[config.mk]
export PLATFORM = sky130hd
export DESIGN_NAME = ctep_timer
export DESIGN_NICKNAME = d
export VERILOG_FILES = /design/src/include/ctep_pkg.sv /design/src/rtl/ctep_src_gen.sv /design/src/rtl/ctep_timer.sv
export SDC_FILE = /design/constraint.sdc
export NUM_CORES = 1
export LEC_CHECK = 0
export BUFFER_PORTS_ARGS = -buffer_cell sky130_fd_sc_hd__buf_4
export CORE_MARGIN = 5
export CORE_UTILIZATION = 48
export DETAILED_ROUTE_END_ITERATION = 12
export GPL_ROUTABILITY_DRIVEN = 0
export PLACE_DENSITY_LB_ADDON = 0.2
export SLEW_MARGIN = 20
export SYNTH_ARGS = -nofsm -noshare
export SYNTH_HDL_FRONTEND = slang
export SYNTH_SLANG_ARGS = --single-unit
[constraint.sdc]
create_clock -name clk -period 3.9 [get_ports clk]
set_clock_uncertainty 0.1 [all_clocks]
set_input_delay 0.78 -clock clk [delete_from_list [all_inputs] [get_ports clk]]
set_output_delay 0.78 -clock clk [all_outputs]
set_load 0.05 [all_outputs]
[src/include/ctep_pkg.sv]
// package for the cascaded timer with event counter and 12-bit pwm modes
package ctep_pkg;
   // register byte addresses (word aligned, index times four)
   localparam logic [7:0] CTEP_IDX_PWM_LOW = 8'h28;
   localparam logic [7:0] CTEP_IDX_PWM_HIGH = 8'h29;
   localparam logic [7:0] CTEP_ADR_CONTROL = 8'h00;
   localparam logic [7:0] CTEP_ADR_MODE = 8'h04;
   localparam logic [7:0] CTEP_ADR_CMP_LOW = 8'h08;
   localparam logic [7:0] CTEP_ADR_CMP_HIGH = 8'h0c;
   localparam logic [7:0] CTEP_ADR_STATUS = 8'h10;
   localparam logic [7:0] CTEP_ADR_COUNT = 8'h14;
   localparam logic [7:0] CTEP_ADR_PWM_LOW = 8'ha0;
   localparam logic [7:0] CTEP_ADR_PWM_HIGH = 8'ha4;
   // pair_control_reg fields
   localparam int CTEP_CR_LOW_RUN = 0;
   localparam int CTEP_CR_HIGH_RUN = 1;
   localparam int CTEP_CR_CASCADE = 2;
   // high_mode_reg fields
   localparam int CTEP_MD_MODE_LSB = 0;
   localparam int CTEP_MD_EXT_SRC = 2;
   localparam int CTEP_MD_INIT_LEVEL = 3;
   localparam int CTEP_MD_SRC_LSB = 4;
   localparam int CTEP_MD_DBL_BUF = 7;
   // mode field codes
   localparam logic [1:0] CTEP_MODE_EVENT = 2'h1;
   localparam logic [1:0] CTEP_MODE_PWM = 2'h2;
   // reset values
   localparam logic [7:0] CTEP_RST_PWM = 8'hff;
   localparam logic [7:0] CTEP_RST_MODE = 8'h00;
   localparam logic [7:0] CTEP_RST_CMP = 8'hff;
   // pwm frame: 16 cycles of 256 counts
   localparam logic [3:0] CTEP_LAST_CYCLE = 4'hf;
endpackage

[src/rtl/ctep_src_gen.sv]
// source clock tick generator: prescaled internal clock or synchronised falling edges
`timescale 1ns/10ps
module ctep_src_gen
   import ctep_pkg::*;
(
   // clock and reset
   input wire logic clk,
   input wire logic arst_n,
   // selection
   input wire logic ext_sel,
   input wire logic [2:0] src_sel,
   // external event pin
   input wire logic event_input_pin,
   // tick out
   output logic tick
);
   logic [1:0] pin_sync;
   logic pin_prev;
   logic [10:0] presc;
   logic presc_tick;

   always_ff @(posedge clk or negedge arst_n) begin
      if (!arst_n) begin
         pin_sync <= 2'h3;
         pin_prev <= 1'b1;
      end else begin
         pin_sync <= {pin_sync[0], event_input_pin};
         pin_prev <= pin_sync[1];
      end
   end

   always_ff @(posedge clk or negedge arst_n) begin
      if (!arst_n) begin
         presc <= 11'h000;
      end else begin
         presc <= presc + 11'h001;
      end
   end

   // divider per select code: 2^11,2^10,2^8,2^6,2^4,2^2,2^1,2^0
   always_comb begin
      case (src_sel)
         3'h0: presc_tick = (presc == 11'h7ff);
         3'h1: presc_tick = (presc[9:0] == 10'h3ff);
         3'h2: presc_tick = (presc[7:0] == 8'hff);
         3'h3: presc_tick = (presc[5:0] == 6'h3f);
         3'h4: presc_tick = (presc[3:0] == 4'hf);
         3'h5: presc_tick = (presc[1:0] == 2'h3);
         3'h6: presc_tick = presc[0];
         default: presc_tick = 1'b1;
      endcase
   end

   // the source must hold each level two cycles, else edges are lost here
   assign tick = ext_sel ? (pin_prev & ~pin_sync[1]) : presc_tick;
endmodule

[src/rtl/ctep_timer.sv]
// cascaded timer pair: 16-bit event counter and 12-bit pwm, wishbone slave
`timescale 1ns/10ps
// Contract
// - event mode counts falling edges while running
// - compare match raises high irq, clears counter
// - stopping event counter clears count to zero
// - cascade bit joins timers, high settings rule
// - mode 10 is pwm; source bit selects
// - mode register writes ignored while running
// - pwm high upper nibble stored, no effect
// - duty nibbles form 8-bit first-toggle time
// - extra pulse bits select cycles of sixteen
// - stopped output drives initial level
// - low count equals duty toggles output; a zero duty without an extra pulse never toggles here
// - extra pulse cycles toggle at duty plus one
// - zero extra bits means no extra pulses
// - overflow at 256 clears, restores, low irq
// - pwm high irq every 16th overflow
// - double buffering only when enable bit set
// - event compare buffered until next match
// - pwm setting buffered to 16-cycle boundary
// - stopping pwm clears counter, restores level
module ctep_timer
   import ctep_pkg::*;
(
   // clock and reset
   input wire logic clk,
   input wire logic arst_n,
   // wishbone slave
   input wire logic wb_cyc_i,
   input wire logic wb_stb_i,
   input wire logic wb_we_i,
   input wire logic [7:0] wb_adr_i,
   input wire logic [3:0] wb_sel_i,
   input wire logic [31:0] wb_dat_i,
   output logic [31:0] wb_dat_o,
   output logic wb_ack_o,
   // pins
   input wire logic event_input_pin,
   output logic pulse_output_pin,
   // interrupt requests, one-cycle pulses
   output logic low_timer_irq,
   output logic high_timer_irq
);
   typedef enum logic [2:0] {
      CTEP_ST_IDLE = 3'b001,
      CTEP_ST_EVENT = 3'b010,
      CTEP_ST_PWM = 3'b100
   } ctep_state_e;

   ctep_state_e state;
   ctep_state_e next_state;
   logic [7:0] pair_control_reg;
   logic [7:0] high_mode_reg;
   logic [7:0] compare_low_reg;
   logic [15:0] cmp_buf;
   logic [15:0] combined_compare_value;
   logic cmp_pending;
   logic [7:0] pwm_setting_low;
   logic [7:0] pwm_setting_high;
   logic [11:0] pwm_active;
   logic pwm_pending;
   logic [15:0] count;
   logic [3:0] cycle_idx;
   logic tick;
   logic running;
   logic wr;
   logic rd_hit;
   logic [7:0] duty_value;
   logic [3:0] extra_bits;
   logic extra_now;
   logic duty_hit;
   logic ovf;
   logic match;
   logic dbl;
   logic init_level;

   function automatic logic extra_cycle(input logic [3:0] bits, input logic [3:0] idx);
      // idx 0..15 is cycle 1..16
      logic [4:0] c;
      c = {1'b0, idx} + 5'h01;
      extra_cycle = (bits[0] && c == 5'd9) || (bits[1] && (c == 5'd5 || c == 5'd13))
         || (bits[2] && c[1:0] == 2'h3) || (bits[3] && !c[0]);
   endfunction

   ctep_src_gen u_src (
      .clk(clk),
      .arst_n(arst_n),
      .ext_sel(high_mode_reg[CTEP_MD_EXT_SRC]),
      .src_sel(high_mode_reg[CTEP_MD_SRC_LSB +: 3]),
      .event_input_pin(event_input_pin),
      .tick(tick)
   );

   // classic wishbone: ack one cycle after strobe; a write lands on the edge where ack is seen
   assign wr = wb_cyc_i && wb_stb_i && wb_we_i && wb_ack_o && wb_sel_i[0];
   // the low run bit only locks the mode register; only the high run bit and cascade start it
   assign running = pair_control_reg[CTEP_CR_HIGH_RUN] && pair_control_reg[CTEP_CR_CASCADE];
   assign dbl = high_mode_reg[CTEP_MD_DBL_BUF];
   assign init_level = high_mode_reg[CTEP_MD_INIT_LEVEL];
   assign duty_value = pwm_active[11:4];
   assign extra_bits = pwm_active[3:0];
   assign extra_now = extra_cycle(extra_bits, cycle_idx);
   // toggle on the tick that brings the count to the duty, in step with the overflow restore;
   // limitation: a zero duty without an extra pulse never toggles
   assign duty_hit = tick
      && count[7:0] + 8'h01 == (extra_now ? duty_value + 8'h01 : duty_value);
   assign ovf = tick && count[7:0] == 8'hff;
   assign match = state == CTEP_ST_EVENT && count == combined_compare_value;

   always_comb begin
      next_state = state;
      case (state)
         CTEP_ST_IDLE: begin
            if (running && high_mode_reg[CTEP_MD_MODE_LSB +: 2] == CTEP_MODE_PWM) begin
               next_state = CTEP_ST_PWM;
            end else if (running && high_mode_reg[CTEP_MD_MODE_LSB +: 2] == CTEP_MODE_EVENT) begin
               next_state = CTEP_ST_EVENT;
            end
         end
         CTEP_ST_EVENT, CTEP_ST_PWM: begin
            if (!running) begin
               next_state = CTEP_ST_IDLE;
            end
         end
         default: next_state = CTEP_ST_IDLE;
      endcase
   end

   always_ff @(posedge clk or negedge arst_n) begin
      if (!arst_n) begin
         state <= CTEP_ST_IDLE;
      end else begin
         state <= next_state;
      end
   end

   // bus registers
   always_ff @(posedge clk or negedge arst_n) begin
      if (!arst_n) begin
         pair_control_reg <= 8'h00;
         high_mode_reg <= CTEP_RST_MODE;
         compare_low_reg <= CTEP_RST_CMP;
         pwm_setting_low <= CTEP_RST_PWM;
      end else if (wr) begin
         case (wb_adr_i)
            CTEP_ADR_CONTROL: pair_control_reg <= {5'h00, wb_dat_i[2:0]};
            CTEP_ADR_MODE: begin
               if (!pair_control_reg[CTEP_CR_HIGH_RUN] && !pair_control_reg[CTEP_CR_LOW_RUN]) begin
                  high_mode_reg <= wb_dat_i[7:0];
               end
            end
            CTEP_ADR_CMP_LOW: compare_low_reg <= wb_dat_i[7:0];
            CTEP_ADR_PWM_LOW: pwm_setting_low <= wb_dat_i[7:0];
            default: ;
         endcase
      end
   end

   // compare value: high write commits, buffered while counting events with double buffering on
   always_ff @(posedge clk or negedge arst_n) begin
      if (!arst_n) begin
         cmp_buf <= {CTEP_RST_CMP, CTEP_RST_CMP};
         combined_compare_value <= {CTEP_RST_CMP, CTEP_RST_CMP};
         cmp_pending <= 1'b0;
      end else if (wr && wb_adr_i == CTEP_ADR_CMP_HIGH) begin
         cmp_buf <= {wb_dat_i[7:0], compare_low_reg};
         if (state == CTEP_ST_EVENT && dbl) begin
            cmp_pending <= 1'b1;
         end else begin
            combined_compare_value <= {wb_dat_i[7:0], compare_low_reg};
         end
      end else if (match && cmp_pending) begin
         combined_compare_value <= cmp_buf;
         cmp_pending <= 1'b0;
      end
   end

   // pwm setting: high write commits both halves
   always_ff @(posedge clk or negedge arst_n) begin
      if (!arst_n) begin
         pwm_setting_high <= CTEP_RST_PWM;
         pwm_active <= {CTEP_RST_PWM[3:0], CTEP_RST_PWM};
         pwm_pending <= 1'b0;
      end else if (wr && wb_adr_i == CTEP_ADR_PWM_HIGH) begin
         pwm_setting_high <= wb_dat_i[7:0];
         if (state == CTEP_ST_PWM && dbl) begin
            pwm_pending <= 1'b1;
         end else begin
            pwm_active <= {wb_dat_i[3:0], pwm_setting_low};
         end
      end else if (ovf && state == CTEP_ST_PWM && cycle_idx == CTEP_LAST_CYCLE && pwm_pending) begin
         pwm_active <= {pwm_setting_high[3:0], pwm_setting_low};
         pwm_pending <= 1'b0;
      end
   end

   // counter
   always_ff @(posedge clk or negedge arst_n) begin
      if (!arst_n) begin
         count <= 16'h0000;
         cycle_idx <= 4'h0;
      end else if (state != next_state || state == CTEP_ST_IDLE) begin
         count <= 16'h0000;
         cycle_idx <= 4'h0;
      end else if (state == CTEP_ST_EVENT) begin
         if (match) begin
            count <= 16'h0000;
         end else if (tick) begin
            count <= count + 16'h0001;
         end
      end else if (tick) begin
         if (ovf) begin
            count <= 16'h0000;
            cycle_idx <= cycle_idx + 4'h1;
         end else begin
            count <= count + 16'h0001;
         end
      end
   end

   // pwm output pin
   always_ff @(posedge clk or negedge arst_n) begin
      if (!arst_n) begin
         pulse_output_pin <= 1'b0;
      end else if (state != CTEP_ST_PWM || next_state != CTEP_ST_PWM) begin
         pulse_output_pin <= init_level;
      end else if (ovf) begin
         pulse_output_pin <= init_level;
      end else if (duty_hit) begin
         pulse_output_pin <= ~init_level;
      end
   end

   // interrupt pulses
   always_ff @(posedge clk or negedge arst_n) begin
      if (!arst_n) begin
         low_timer_irq <= 1'b0;
         high_timer_irq <= 1'b0;
      end else begin
         low_timer_irq <= state == CTEP_ST_PWM && running && ovf;
         high_timer_irq <= (match && running)
            || (state == CTEP_ST_PWM && running && ovf && cycle_idx == CTEP_LAST_CYCLE);
      end
   end

   // read mux and ack
   assign rd_hit = wb_cyc_i && wb_stb_i && !wb_we_i && !wb_ack_o;
   always_ff @(posedge clk or negedge arst_n) begin
      if (!arst_n) begin
         wb_ack_o <= 1'b0;
         wb_dat_o <= 32'h00000000;
      end else begin
         wb_ack_o <= wb_cyc_i && wb_stb_i && !wb_ack_o;
         if (rd_hit) begin
            case (wb_adr_i)
               CTEP_ADR_CONTROL: wb_dat_o <= {24'h000000, pair_control_reg};
               CTEP_ADR_MODE: wb_dat_o <= {24'h000000, high_mode_reg};
               CTEP_ADR_CMP_LOW: wb_dat_o <= {24'h000000, cmp_buf[7:0]};
               CTEP_ADR_CMP_HIGH: wb_dat_o <= {24'h000000, cmp_buf[15:8]};
               CTEP_ADR_STATUS: wb_dat_o <= {24'h000000, pulse_output_pin, state, cycle_idx};
               CTEP_ADR_COUNT: wb_dat_o <= {16'h0000, count};
               CTEP_ADR_PWM_LOW: wb_dat_o <= {24'h000000, pwm_setting_low};
               CTEP_ADR_PWM_HIGH: wb_dat_o <= {24'h000000, pwm_setting_high};
               default: wb_dat_o <= 32'h00000000;
            endcase
         end
      end
   end

   AST_EVENT_CLEAR: assert property (@(posedge clk) disable iff (!arst_n)
      match |=> count == 16'h0000 && high_timer_irq) else $error("match did not clear");
   AST_STOP_ZERO: assert property (@(posedge clk) disable iff (!arst_n)
      (state != CTEP_ST_IDLE && !running) |=> count == 16'h0000) else $error("stop kept count");
   AST_IDLE_LEVEL: assert property (@(posedge clk) disable iff (!arst_n)
      ##1 (state == CTEP_ST_IDLE && $past(state) == CTEP_ST_IDLE) |-> pulse_output_pin == $past(init_level))
      else $error("idle level wrong");
   AST_OVF_IRQ: assert property (@(posedge clk) disable iff (!arst_n)
      (state == CTEP_ST_PWM && running && ovf) |=> low_timer_irq && pulse_output_pin == init_level)
      else $error("overflow wrong");
   AST_HIGH_IRQ_PWM: assert property (@(posedge clk) disable iff (!arst_n)
      (state == CTEP_ST_PWM && low_timer_irq && !high_timer_irq) |-> $past(cycle_idx) != CTEP_LAST_CYCLE)
      else $error("high irq missed");
   AST_MODE_LOCK: assert property (@(posedge clk) disable iff (!arst_n)
      pair_control_reg[CTEP_CR_HIGH_RUN] |=> $stable(high_mode_reg)) else $error("mode changed running");
   AST_DUTY_TOGGLE: assert property (@(posedge clk) disable iff (!arst_n)
      (state == CTEP_ST_PWM && running && !ovf && duty_hit && tick) |=> pulse_output_pin != init_level)
      else $error("duty toggle missed");
   AST_EVENT_COUNT: assert property (@(posedge clk) disable iff (!arst_n)
      (state == CTEP_ST_EVENT && running && tick && !match) |=> count == $past(count) + 16'h0001)
      else $error("event not counted");
endmodule

-- Word level (Yosys, flattened, before mapping)
Index checks and enable logic that the tools add are counted.
- register bits: 154
- bits in latches: 0
- RAM bits: 0
- memory bits (read-only): 0
- output and inout bits: 36
- logic and storage cells: 165
- memories kept: 0
- $add $sub $neg: 6
- multiply operators: 0
- divide/modulo/power cells: 0
- magnitude comparators: 0
- equal/unequal tests: 40
- shift-type cells: 0
- multiplexer cells: 33
- bitwise operators: 3
- reduce and logical (&&, ||, !) cells: 62
- operators with widths (cell ; count):
    $mux W16 ; 9
    $pmux W16 S8 ; 1
    $mux W12 ; 3
    $eq A8 B8 Y1 const B ; 4
    $logic_and A1 B1 Y1 ; 30
    $add A16 B1 Y16 const B ; 1
    $add A8 B1 Y8 const B ; 2
    $eq A16 B16 Y1 ; 1
    $eq A8 B4 Y1 const B ; 2
    $eq A8 B5 Y1 const B ; 2
    $mux W4 ; 4
    $reduce_and A2 Y1 ; 8
    $eq A3 B3 Y1 const B ; 4
    $add A11 B1 Y11 const B ; 1
    $eq A11 B11 Y1 const B ; 1
    $eq A10 B10 Y1 const B ; 1
    $eq A5 B4 Y1 const B ; 2
    $mux W1 ; 10
    $eq A3 B2 Y1 const B ; 3
    $mux W3 ; 3
    $reduce_bool A3 Y1 ; 3
    $eq A4 B4 Y1 const B ; 2
    $eq A8 B3 Y1 const B ; 1
    $eq A8 B8 Y1 ; 1
    other kinds (23) ; 45

-- Logic depth before layout (Yosys ltp)
Gate-level depths: netlist of run 1.
- depth after elaboration: 13
- gate-level depth with buffers: 10
- mapped depth without buffers: 9

-- By module
A second synthesis of run 1 with hierarchy kept.
- cells, all modules: 625
- area total of the unflattened synthesis: 7146.9 um2
- by module, submodules not included (module ; times used ; cells an instance ; area an instance (um2) ; sequential area each (um2)):
    ctep_timer ; 1 ; 571 ; 6528.8 ; 3189.3
    ctep_src_gen ; 1 ; 54 ; 618.1 ; 354.1

-- Least setup slack after synthesis of run 1
OpenSTA, ideal clock, no wires.
- path kind: input to register
- start: input port wb_adr_i[1]
- end: register pwm_active[10]
- library setup time: 0.082 ns
- data arrival time: 2.762 ns
- path slack: 0.956 ns
- stages on the path: 8
- buffers on the path: 2
- cells stage by stage: nor3_1 -> nand2_1 -> nor4_4 -> nand2_1 -> clkbuf_1 -> a31oi_1 -> buf_2 -> mux2_2
- cells in the longest elaborated chain, start to end: 4
- ends and longest elaborated chain (item ; line ; RTL):
    from (decl) ; ctep_timer.sv:33 ; input wire logic [7:0] wb_adr_i,
    $eq A8 B8 Y1 * ; ctep_timer.sv:185 ; end else if (wr && wb_adr_i == CTEP_ADR_PWM_HIGH) begin
    $logic_and A1 B1 Y1 * ; ctep_timer.sv:185 ;
    $ne A2 B2 Y1 (no line) / $reduce_bool A2 Y1 (equally long branches) ; n/a ;
    $reduce_and A2 Y1 (no line) ; n/a ;
    to (signal assigned) ; ctep_timer.sv:183 ; pwm_active <= {CTEP_RST_PWM[3:0], CTEP_RST_PWM};
    to (signal assigned) ; ctep_timer.sv:190 ; pwm_active <= {wb_dat_i[3:0], pwm_setting_low};
    to (signal assigned) ; ctep_timer.sv:193 ; pwm_active <= {pwm_setting_high[3:0], pwm_setting_low};
    to (decl) ; ctep_timer.sv:61 ; logic [11:0] pwm_active;
Mark *: on every way between the ends. The rest lies on a longest branch, timed or not.
A chain may end at the register's enable or synchronous reset.

-- Worst setup path after layout of run 1
- start: register count[0]
- end: register count[11]
- cells in the longest elaborated chain, start to end: 6
- ends and longest elaborated chain (item ; line ; RTL):
    from (decl) ; ctep_timer.sv:63 ; logic [15:0] count;
    from (signal assigned) ; ctep_timer.sv:210 ; count <= count + 16'h0001;
    from (signal assigned) ; ctep_timer.sv:217 ; count <= count + 16'h0001;
    branches (longest 6 deep; another with $add A16 B1 Y16) ; n/a ;
Parallel ways; which one is timed is not known. The select of a mux whose other input is x is not followed.

==> impl_metrics.py, run 1 <==
metrics = {
    "timing": {
        "min_period_ns": 3.226,
        "setup_viol": 0,
        "worst_pin_slew_ns": 0.9099,
        "hold_viol_final": 0,
        "fin_crit_sh_pct": 82.73,
        "relSlewSlack_pct": 39.21,
        "rsz0062_at_grt": "no",
        "fin_tns_setup_ns": 0,
        "drv_slew": 0,
        "clock.fmax_mhz": 309.9,
    },
    "layout": {
        "final_nets": 778,
        "seqCellArea_um2": 3543,
        "fillers": 1224,
        "drive_above_1_share_pct": 31.84,
        "area_growth_pct": 16.01,
        "multi_input_area_um2": 3304,
        "layout_common_cells": "nand2_1 (110), dfstp_2 (72), dfrtp_1 (66), mux2_2 (62), buf_4 (55)",
        "layout_commonest_cell": "nand2_1",
        "n_antenna_cell": 0,
    },
    "grt": {
        "grt_pass1_vias": 5384,
        "antenna_found_initial": 0,
        "grt.total_usage_pct": 21.65,
        "grt_pass1_wl_um": 29680,
        "grt_max_degree": 86,
        "grt-ovfl-total": 0,
    },
    "clocking": {
        "path_clk_slew_ns": 0.06,
        "cts_inserted_buffers": 17,
        "cts-hold-fix-buffers": 0,
        "cts_setup_buffers": 0,
        "root_buffer": "clkbuf_16",
        "cts_tree": "yes",
        "cts_max_path_buffers": 2,
        "cts_sinks": 138,
        "clk_latency_ns": 0.42,
        "htreeDepth": 4,
        "ctsResizeCount": 0,
    },
    "floorplan": {
        "start_util_pct": 48.63,
        "die-area_um2": 17190,
        "rows": 44,
        "core_area_um2": 14480,
        "num_io_pins": 86,
        "die_x_um": 131.1,
        "die_y_um": 131.1,
    },
    "critical_path": {
        "r2r-start": "count[0]",
        "cp_slowest_cell": "nor4_2",
        "worst_setup_path_end_kind": "register",
        "cp.arrival_ns": 3.43,
        "critical_path.max_fanout": 9,
        "worstSetupPathType": "register to register",
        "critPathRequiredTime_ns": 4.11,
        "cp_cell_sequence": "ha_1 > nand2_1 > nor2_1 > nand3_1 > nor4_2 > or4_1 > o21ai_0 > a22o_1",
        "startpoint_type": "register",
        "crit_path_max_incr_delay_ns": 0.63,
        "startpoint": "count[0]",
    },
    "synth": {
        "synth_area_um2": 7042,
        "synth_top_flop_cell": "dfstp_2",
        "synth_async_sr_flop_share_pct": 100.0,
        "ys_seq_area_share_pct": 50.32,
        "synth.distinct_cells": 67,
        "synth_edf_count": 0,
        "synth_warnings": 0,
        "synth_seq_cells": 138,
        "avgSynthCellArea_um2": 10.54,
        "syn-instance-count": 668,
    },
    "detailed_routing": {
        "drt_first_pass_iters": 5,
        "finalWirelength_um": 18160,
        "first_iter_violations": 563,
        "drc": 0,
        "ant_nets": 0,
        "vias": 5361,
        "viasPerCell": 5.834,
        "wire_per_inst_um": 19.76,
    },
    "power": {
        "combPwrFrac_pct": 3.5,
        "netSwitchingFraction_pct": 21.28,
        "clockPowerShare_pct": 51.1,
        "p_sw_uw": 675.5,
        "power.leakage_uw": 0.003677,
        "p_int_uw": 2499,
        "finalPower_uw": 3174,
        "seqPwrFrac_pct": 45.5,
        "peakVddDrop_v": 0.0002640,
        "powerDensity_nw_per_um2": 388.6,
    },
    "worst_hold_path": {
        "min_from": "u_src.pin_sync[0]",
        "hold_path.class": "register to register",
    },
    "outcome": {
        "status": "complete, no violations",
    },
    "run": {
        "cap_violations": 0,
    },
    "place": {
        "numPortBuffers": 42,
        "place_hpwl_um": 13180,
    },
}
[worst max-delay path: cells and delay by family (launching register included)]
family / cells / cell delay (ns)
DFF: 1 / 0.62
and+or+nand+nor: 5 / 1.63
adders and majority gates: 1 / 0.37
AOI/OAI and AO/OA: 2 / 0.38
[Yosys cell counts, types with 5 or more instances]
master	count	share of area [%]
nand4_1	5	0.44
nor4_1	6	0.53
or3_1	5	0.44
o21ai_0	19	1.4
buf_2	9	0.64
o21a_1	5	0.53
a22oi_1	6	0.64
a22o_1	6	0.75
and3_1	10	0.89
a21oi_1	21	1.5
nand2_1	110	5.9
xnor2_1	23	2.9
ha_1	6	1.1
dfrtp_1	66	23
a222oi_1	13	1.8
nor2b_1	6	0.53
mux2_2	62	9.9
clkbuf_1	11	0.59
xor2_1	24	3.0
nor3_1	18	1.3
dfstp_2	72	27
inv_1	12	0.64
buf_4	16	1.7
nand3_1	29	2.1
nor2_1	35	1.9
[cells by family after synthesis]
group / after synthesis / share of synthesized area (%)
mux: 62 / 9.915
fa+ha+maj: 6 / 1.066
buf+inv: 49 / 3.642
simple gates: 253 / 17.38
flops: 138 / 50.32
compound gates: 111 / 11.44
other cells: 1 / 0.05325
xor+xnor: 48 / 6.183
[path summary, 6_finish.rpt]
path,end,slack [ns],depth (start not counted)
worst max-delay path,count[11],0.67,8
worst min-delay path,u_src.pin_sync[1],0.26,0
worst max register to register,count[11],0.67,8
worst min register to register,u_src.pin_sync[1],0.26,0
max in group asynchronous,combined_compare_value[11],2.55,2
min in group asynchronous,wb_dat_o[6],0.32,1
[final cells by class]
type	instances	area share [%]
clock buffer	24	6.264
clock inverter	8	1.103
inverter	12	0.5514
multi-input combinational	496	40.45
sequential	138	43.38
tap	184	2.818
timing repair buffer	57	5.437
[power groups by stage]
stage	Clock, uW	Combinational (uW)	Sequential [uW]
finish	1620	110	1440
global placement	0	109	1470
global route	1720	120	1440
detailed placement	0	111	1470
CTS	1650	111	1440
floorplan	0	57.0	1470
[metrics by stage]
stage | std cells | utilization [%] | hold WS (ns) | instance area, um^2 | setup slack (ns)
after floorplan | 683 | - | 0.2452 | 7098 | 0.9563
after global placement | 887 | 52.22 | 0.2459 | 7561 | 0.7338
after detailed placement | 887 | 52.22 | 0.2472 | 7561 | 0.6880
after CTS | 919 | 56.38 | 0.2595 | 8163 | 0.6963
after global routing | 919 | 56.42 | 0.2671 | 8169 | 0.4508
final | 919 | 56.42 | 0.2578 | 8169 | 0.6736
[layer usage]
| metal | track usage (%) | vias to the layer above | part of all wire, % | wire length (um) |
|---|---|---|---|---|
| met3 | 4.396 | 23 | 5.6 | 1012 |
| met1 | 29.42 | 2696 | 44 | 8051 |
| li1 | - | 2478 | - | - |
| met5 | 0 | - | 0 | 0 |
| met2 | 34.99 | 164 | 48 | 8807 |
| met4 | 6.871 | 0 | 1.6 | 288 |
(Power assumes the default switching activity.)
==> run 2: changes to the inputs <==
Clock period 3.9 ns to 3.3 ns, I/O delays scaled along.
==> run 2 against run 1 <==
Net effect: sequential share of layout area fell by 0.28 points; combinational power rose by 19%; sequential power rose by 19%; register-to-register slack got worse by 0.38 ns; die area did not move; total power rose by 18%; critical path type unchanged.
==> impl_metrics.py, run 2 (synthesis gave the netlist of run 1 again) <==
metrics = {
    "clocking": {
        "cts_setup_buffers": 0,
        "cts_max_path_buffers": 2,
        "cts_inserted_buffers": 17,
        "cts_tree": "yes",
        "clk_latency_ns": 0.42,
        "ctsResizeCount": 0,
        "cts-hold-fix-buffers": 0,
        "htreeDepth": 4,
        "root_buffer": "clkbuf_16",
        "path_clk_slew_ns": 0.06,
        "cts_sinks": 138,
    },
    "timing": {
        "clock.fmax_mhz": 333.0,
        "relSlewSlack_pct": 50.33,
        "hold_viol_final": 0,
        "min_period_ns": 3.003,
        "fin_tns_setup_ns": 0,
        "fin_crit_sh_pct": 91.00,
        "setup_viol": 0,
        "drv_slew": 0,
        "rsz0062_at_grt": "no",
        "worst_pin_slew_ns": 0.7385,
    },
    "critical_path": {
        "reg2reg_depth": 8,
        "critical_path.max_fanout": 8,
        "r2r-start": "u_src.presc[0]",
        "startpoint_type": "register",
        "worst_setup_path_end_kind": "register",
        "cp_cell_sequence": "ha_1 > and3_4 > o2111a_1 > a221oi_2 > nor4_2 > or4_1 > or3_1 > o21ai_1",
        "r2r_slack_ns": 0.30,
        "cp_slowest_cell": "a221oi_2",
        "worstSetupPathType": "register to register",
        "cp.arrival_ns": 3.24,
        "crit_family": "simple AND/OR/NAND/NOR gates",
        "cp.buffers_inverters": 0,
        "crit_path_max_incr_delay_ns": 0.58,
        "r2r-end": "count[14]",
        "startpoint": "u_src.presc[0]",
        "critPathRequiredTime_ns": 3.54,
    },
    "place": {
        "dpl_cell_area_um2": 7629,
        "place_hpwl_um": 13580,
        "numPortBuffers": 42,
        "dp_cells": 896,
    },
    "floorplan": {
        "die-area_um2": 17190,
        "die_x_um": 131.1,
        "rows": 44,
        "die_y_um": 131.1,
        "start_util_pct": 48.63,
        "num_io_pins": 86,
        "core_area_um2": 14480,
    },
    "power": {
        "peakVddDrop_v": 0.0003650,
        "powerDensity_nw_per_um2": 454.0,
        "finalPower_uw": 3733,
        "power.leakage_uw": 0.003709,
    },
    "outcome": {
        "status": "complete, no violations",
    },
    "run": {
        "cap_violations": 0,
    },
    "detailed_routing": {
        "vias": 5472,
        "wire_per_inst_um": 19.89,
        "drt_first_pass_iters": 5,
        "ant_nets": 0,
        "drc": 0,
        "viasPerCell": 5.897,
        "first_iter_violations": 431,
        "finalWirelength_um": 18460,
    },
    "layout": {
        "final_nets": 787,
        "fin_cells": 928,
        "fin_area_um2": 8222,
        "layout_common_cells": "nand2_1 (110), dfstp_2 (72), dfrtp_1 (66), buf_4 (64), mux2_2 (62)",
        "drive_above_1_share_pct": 32.26,
        "area_growth_pct": 16.76,
        "n_antenna_cell": 0,
        "fin_util_pct": 56.78,
        "layout_commonest_cell": "nand2_1",
    },
    "grt": {
        "grt-ovfl-total": 0,
        "grt_pass1_vias": 5643,
        "grt_max_degree": 52,
        "antenna_found_initial": 0,
        "grt_pass1_wl_um": 29900,
        "grt.total_usage_pct": 21.68,
    },
    "worst_hold_path": {
        "hold_path.class": "input port to asynchronous set/reset pin",
    },
}
run 2: how the worst max path moves through the flow:
stage                     end  cells after the start
2_1_floorplan  pwm_active[10]                      8
3_3_place_gp        count[14]                      8
3_5_place_dp        count[14]                      9
4_1_cts             count[14]                      8
5_1_grt             count[11]                      8
6_report            count[14]                      8
run 2: report_power, final:
| part | internal (uW) | switching, uW |
|---|---|---|
| Sequential | 1700 | 2.53 |
| Clock | 1210 | 688 |
| Combinational | 27.7 | 104 |
run 2: area by class of cell:
class / instances / area [um^2]
clock buffers: 25 / 505.5
clock inverters: 7 / 87.58
fillers: 1211 / 6257
inverters: 12 / 45.04
multi-input cells: 496 / 3298
flip-flops and latches: 138 / 3543
well taps: 184 / 230.2
repair buffers: 66 / 511.7
run 2: per-stage QoR:
stage / worst slack, ns / hold WS [ns]
global route: 0.2143 / 0.07563
floorplan: 0.4763 / 0.2452
detailed placement: 0.3646 / 0.2519
global placement: 0.3870 / 0.2462
finish: 0.2970 / 0.05985
CTS: 0.3391 / 0.07048
run 2: per-layer routing:
layer	wire length (um)	share of wire [%]	up-vias	global-route usage (%)
li1	-	-	2496	-
met1	7842	42	2761	29.28
met2	8899	48	176	34.57
met3	1223	6.6	39	4.587
met4	490	2.7	0	7.968
met5	0	0	-	0
==> run 3: changes to the inputs <==
Settings changed: ABC_AREA set to 1, CORE_UTILIZATION 48 to 25.
==> run 3 against run 2 <==
Net effect: via count is 7.2% higher; setup slack better by 0.064 ns; combinational power rose by 8%; flip-flop and latch count stayed put; final cell count rose by 44%; first-iteration DRC count increased by 0.23%; highest routed layer unchanged; wire length rose by 10%; sequential power barely moved; clock power increased by 8%; non-clock buffer count decreased by 12; critical endpoint is now pwm_active[1]; register-to-register slack gained 0.06 ns; synthesized cell count up 32%.
==> impl_metrics.py, run 3 <==
metrics = {
    "critical_path": {
        "worst_setup_path_end_kind": "register",
        "cp_common_cell": "nand2_1",
        "critPathRequiredTime_ns": 3.55,
        "cp.arrival_ns": 3.19,
        "r2r_slack_ns": 0.36,
        "crit_path_max_incr_delay_ns": 0.39,
        "cp_slowest_cell": "dfrtp_1",
        "startpoint_type": "register",
        "critical_path.max_fanout": 18,
        "worstSetupPathType": "register to register",
        "cp_cell_sequence": "ha_1 > nand2_1 > nor2_1 > nand3_1 > a21oi_1 > nand2_1 > nand2_1 > inv_1 > nor2_2 > nand4_2 > nand2_2 > inv_2 > o21ai_0",
    },
    "synth": {
        "synthTopCellsByCount": "nand2_1 (277), inv_1 (99), dfstp_2 (72)",
        "synth_top_flop_cell": "dfstp_2",
        "synth_area_um2": 7221,
        "synth_seq_cells": 138,
        "synth_warnings": 0,
        "syn-instance-count": 885,
        "synth.distinct_cells": 45,
        "synth_top_area_share_pct": 26.20,
        "synth.area.top_cells": "dfstp_2 (26%), dfrtp_1 (23%), nand2_1 (14%)",
        "synth_async_sr_flop_share_pct": 100.0,
        "synth_top_cell_by_area": "dfstp_2",
        "synth_edf_count": 0,
        "synth_most_common_cell": "nand2_1",
        "avgSynthCellArea_um2": 8.159,
        "ys_seq_area_share_pct": 49.07,
    },
    "layout": {
        "area_growth_pct": 18.89,
        "n_antenna_cell": 0,
        "layout_common_cells": "nand2_1 (277), inv_1 (99), dfstp_2 (72), o21ai_0 (70), dfrtp_1 (66)",
        "seqCellArea_um2": 3543,
        "final_nets": 995,
        "drive_above_1_share_pct": 19.12,
        "fillers": 3087,
        "multi_input_area_um2": 3117,
        "layout_commonest_cell": "nand2_1",
    },
    "timing": {
        "setup_ws_ns": 0.3607,
        "fin_crit_sh_pct": 89.07,
        "setup_viol": 0,
        "hold_viol_final": 0,
        "worst_pin_slew_ns": 0.6722,
        "clock.fmax_mhz": 340.2,
        "min_period_ns": 2.939,
        "drv_slew": 0,
        "relSlewSlack_pct": 54.84,
        "fin_tns_setup_ns": 0,
        "rsz0062_at_grt": "no",
    },
    "run": {
        "cap_violations": 0,
    },
    "floorplan": {
        "rows": 62,
        "start_util_pct": 25.23,
        "die_x_um": 180.0,
        "die_y_um": 180.0,
        "die-area_um2": 32380,
        "core_area_um2": 28630,
        "num_io_pins": 86,
    },
    "clocking": {
        "cts_sinks": 138,
        "cts_setup_buffers": 0,
        "root_buffer": "clkbuf_16",
        "cts_max_path_buffers": 2,
        "path_clk_slew_ns": 0.07,
        "ctsResizeCount": 0,
        "cts_tree": "yes",
        "clk_latency_ns": 0.43,
        "cts_inserted_buffers": 17,
        "htreeDepth": 4,
        "cts-hold-fix-buffers": 0,
    },
    "place": {
        "numPortBuffers": 42,
        "pre_cts_ws_ns": 0.3843,
        "place_hpwl_um": 15400,
    },
    "grt": {
        "grt-ovfl-total": 0,
        "grt_pass1_vias": 5744,
        "grt.total_usage_pct": 12.66,
        "antenna_found_initial": 0,
        "grt_max_degree": 66,
        "grt_pass1_wl_um": 32650,
    },
    "outcome": {
        "status": "complete, no violations",
    },
    "power": {
        "peakVddDrop_v": 0.0002839,
        "power.leakage_uw": 0.003889,
        "powerDensity_nw_per_um2": 455.4,
    },
    "detailed_routing": {
        "viasPerCell": 4.392,
        "drt_first_pass_iters": 5,
        "first_iter_violations": 432,
        "drc": 0,
        "wire_per_inst_um": 15.24,
        "ant_nets": 0,
        "vias": 5868,
        "finalWirelength_um": 20360,
    },
    "worst_hold_path": {
        "hold_path.class": "input port to asynchronous set/reset pin",
    },
}
[run 3: cell type report]
cell class / count / area share, %
flip-flops and latches: 138 / 41.28
multi-input cells: 623 / 36.31
well taps: 384 / 5.597
clock buffers: 17 / 4.956
repair buffers: 54 / 4.912
inverters: 105 / 4.606
clock inverters: 15 / 2.347
[run 3: kinds of logic (layout without fill, tap and decap cells)]
logic type | Yosys count | in the layout | share of synthesized area, %
DFF | 138 | 138 | 49.07
xor gates and xnor gates | 31 | 31 | 3.760
AOI/OAI and AO/OA | 127 | 127 | 10.36
buffers and inverters | 139 | 191 | 8.542
adders and majority gates | 6 | 6 | 1.040
and+or+nand+nor | 443 | 443 | 27.17
other | 1 | 16 | 0.05193
[run 3: final timing paths]
kind / startpoint / end / cells past startpoint
setup reg to reg: u_src.presc[0] / pwm_active[1] / 13
hold reg to reg: u_src.pin_sync[0] / u_src.pin_sync[1] / 0
hold / removal: arst_n / wb_ack_o / 1
setup / recovery: u_src.presc[0] / pwm_active[1] / 13
min in group clk: event_input_pin / u_src.pin_sync[0] / 1
max in group asynchronous: arst_n / cmp_buf[10] / 2
[run 3: stage by stage]
step / total power, uW / area, um^2 / std cells / utilization (%) / hold slack, ns
final: 3910 / 8584 / 1336 / 29.99 / 0.1371
after global routing: 4065 / 8584 / 1336 / 29.99 / 0.1718
after CTS: 3968 / 8584 / 1336 / 29.99 / 0.1491
after detailed placement: 1878 / 7958 / 1304 / 27.80 / 0.2469
after global placement: 1878 / 7958 / 1304 / 27.80 / 0.2457
after floorplan: 1813 / 7277 / 900 / - / 0.2452
[run 3: critical path: cells and delay by family (launching register included)]
kind            cells  cell delay, ns
simple gates        8            1.54
buf+inv             2            0.27
fa+ha+maj           1            0.21
flops               1            0.39
compound gates      2            0.35
[run 3: per-layer routing]
layer	up-vias	wire length, um	track usage [%]
li1	2973	-	-
met1	2768	10370	18.38
met2	114	8942	19.40
met3	13	803	2.526
met4	0	240	3.109
met5	-	0	0
[run 3: where the power goes]
group	switching, uW	internal (uW)	total (uW)	leakage, uW
combinational	113	28.0	141	0.00193
sequential	2.55	1700	1710	0.00165
clock	841	1220	2060	0.000306
total	956	2950	3910	0.00389
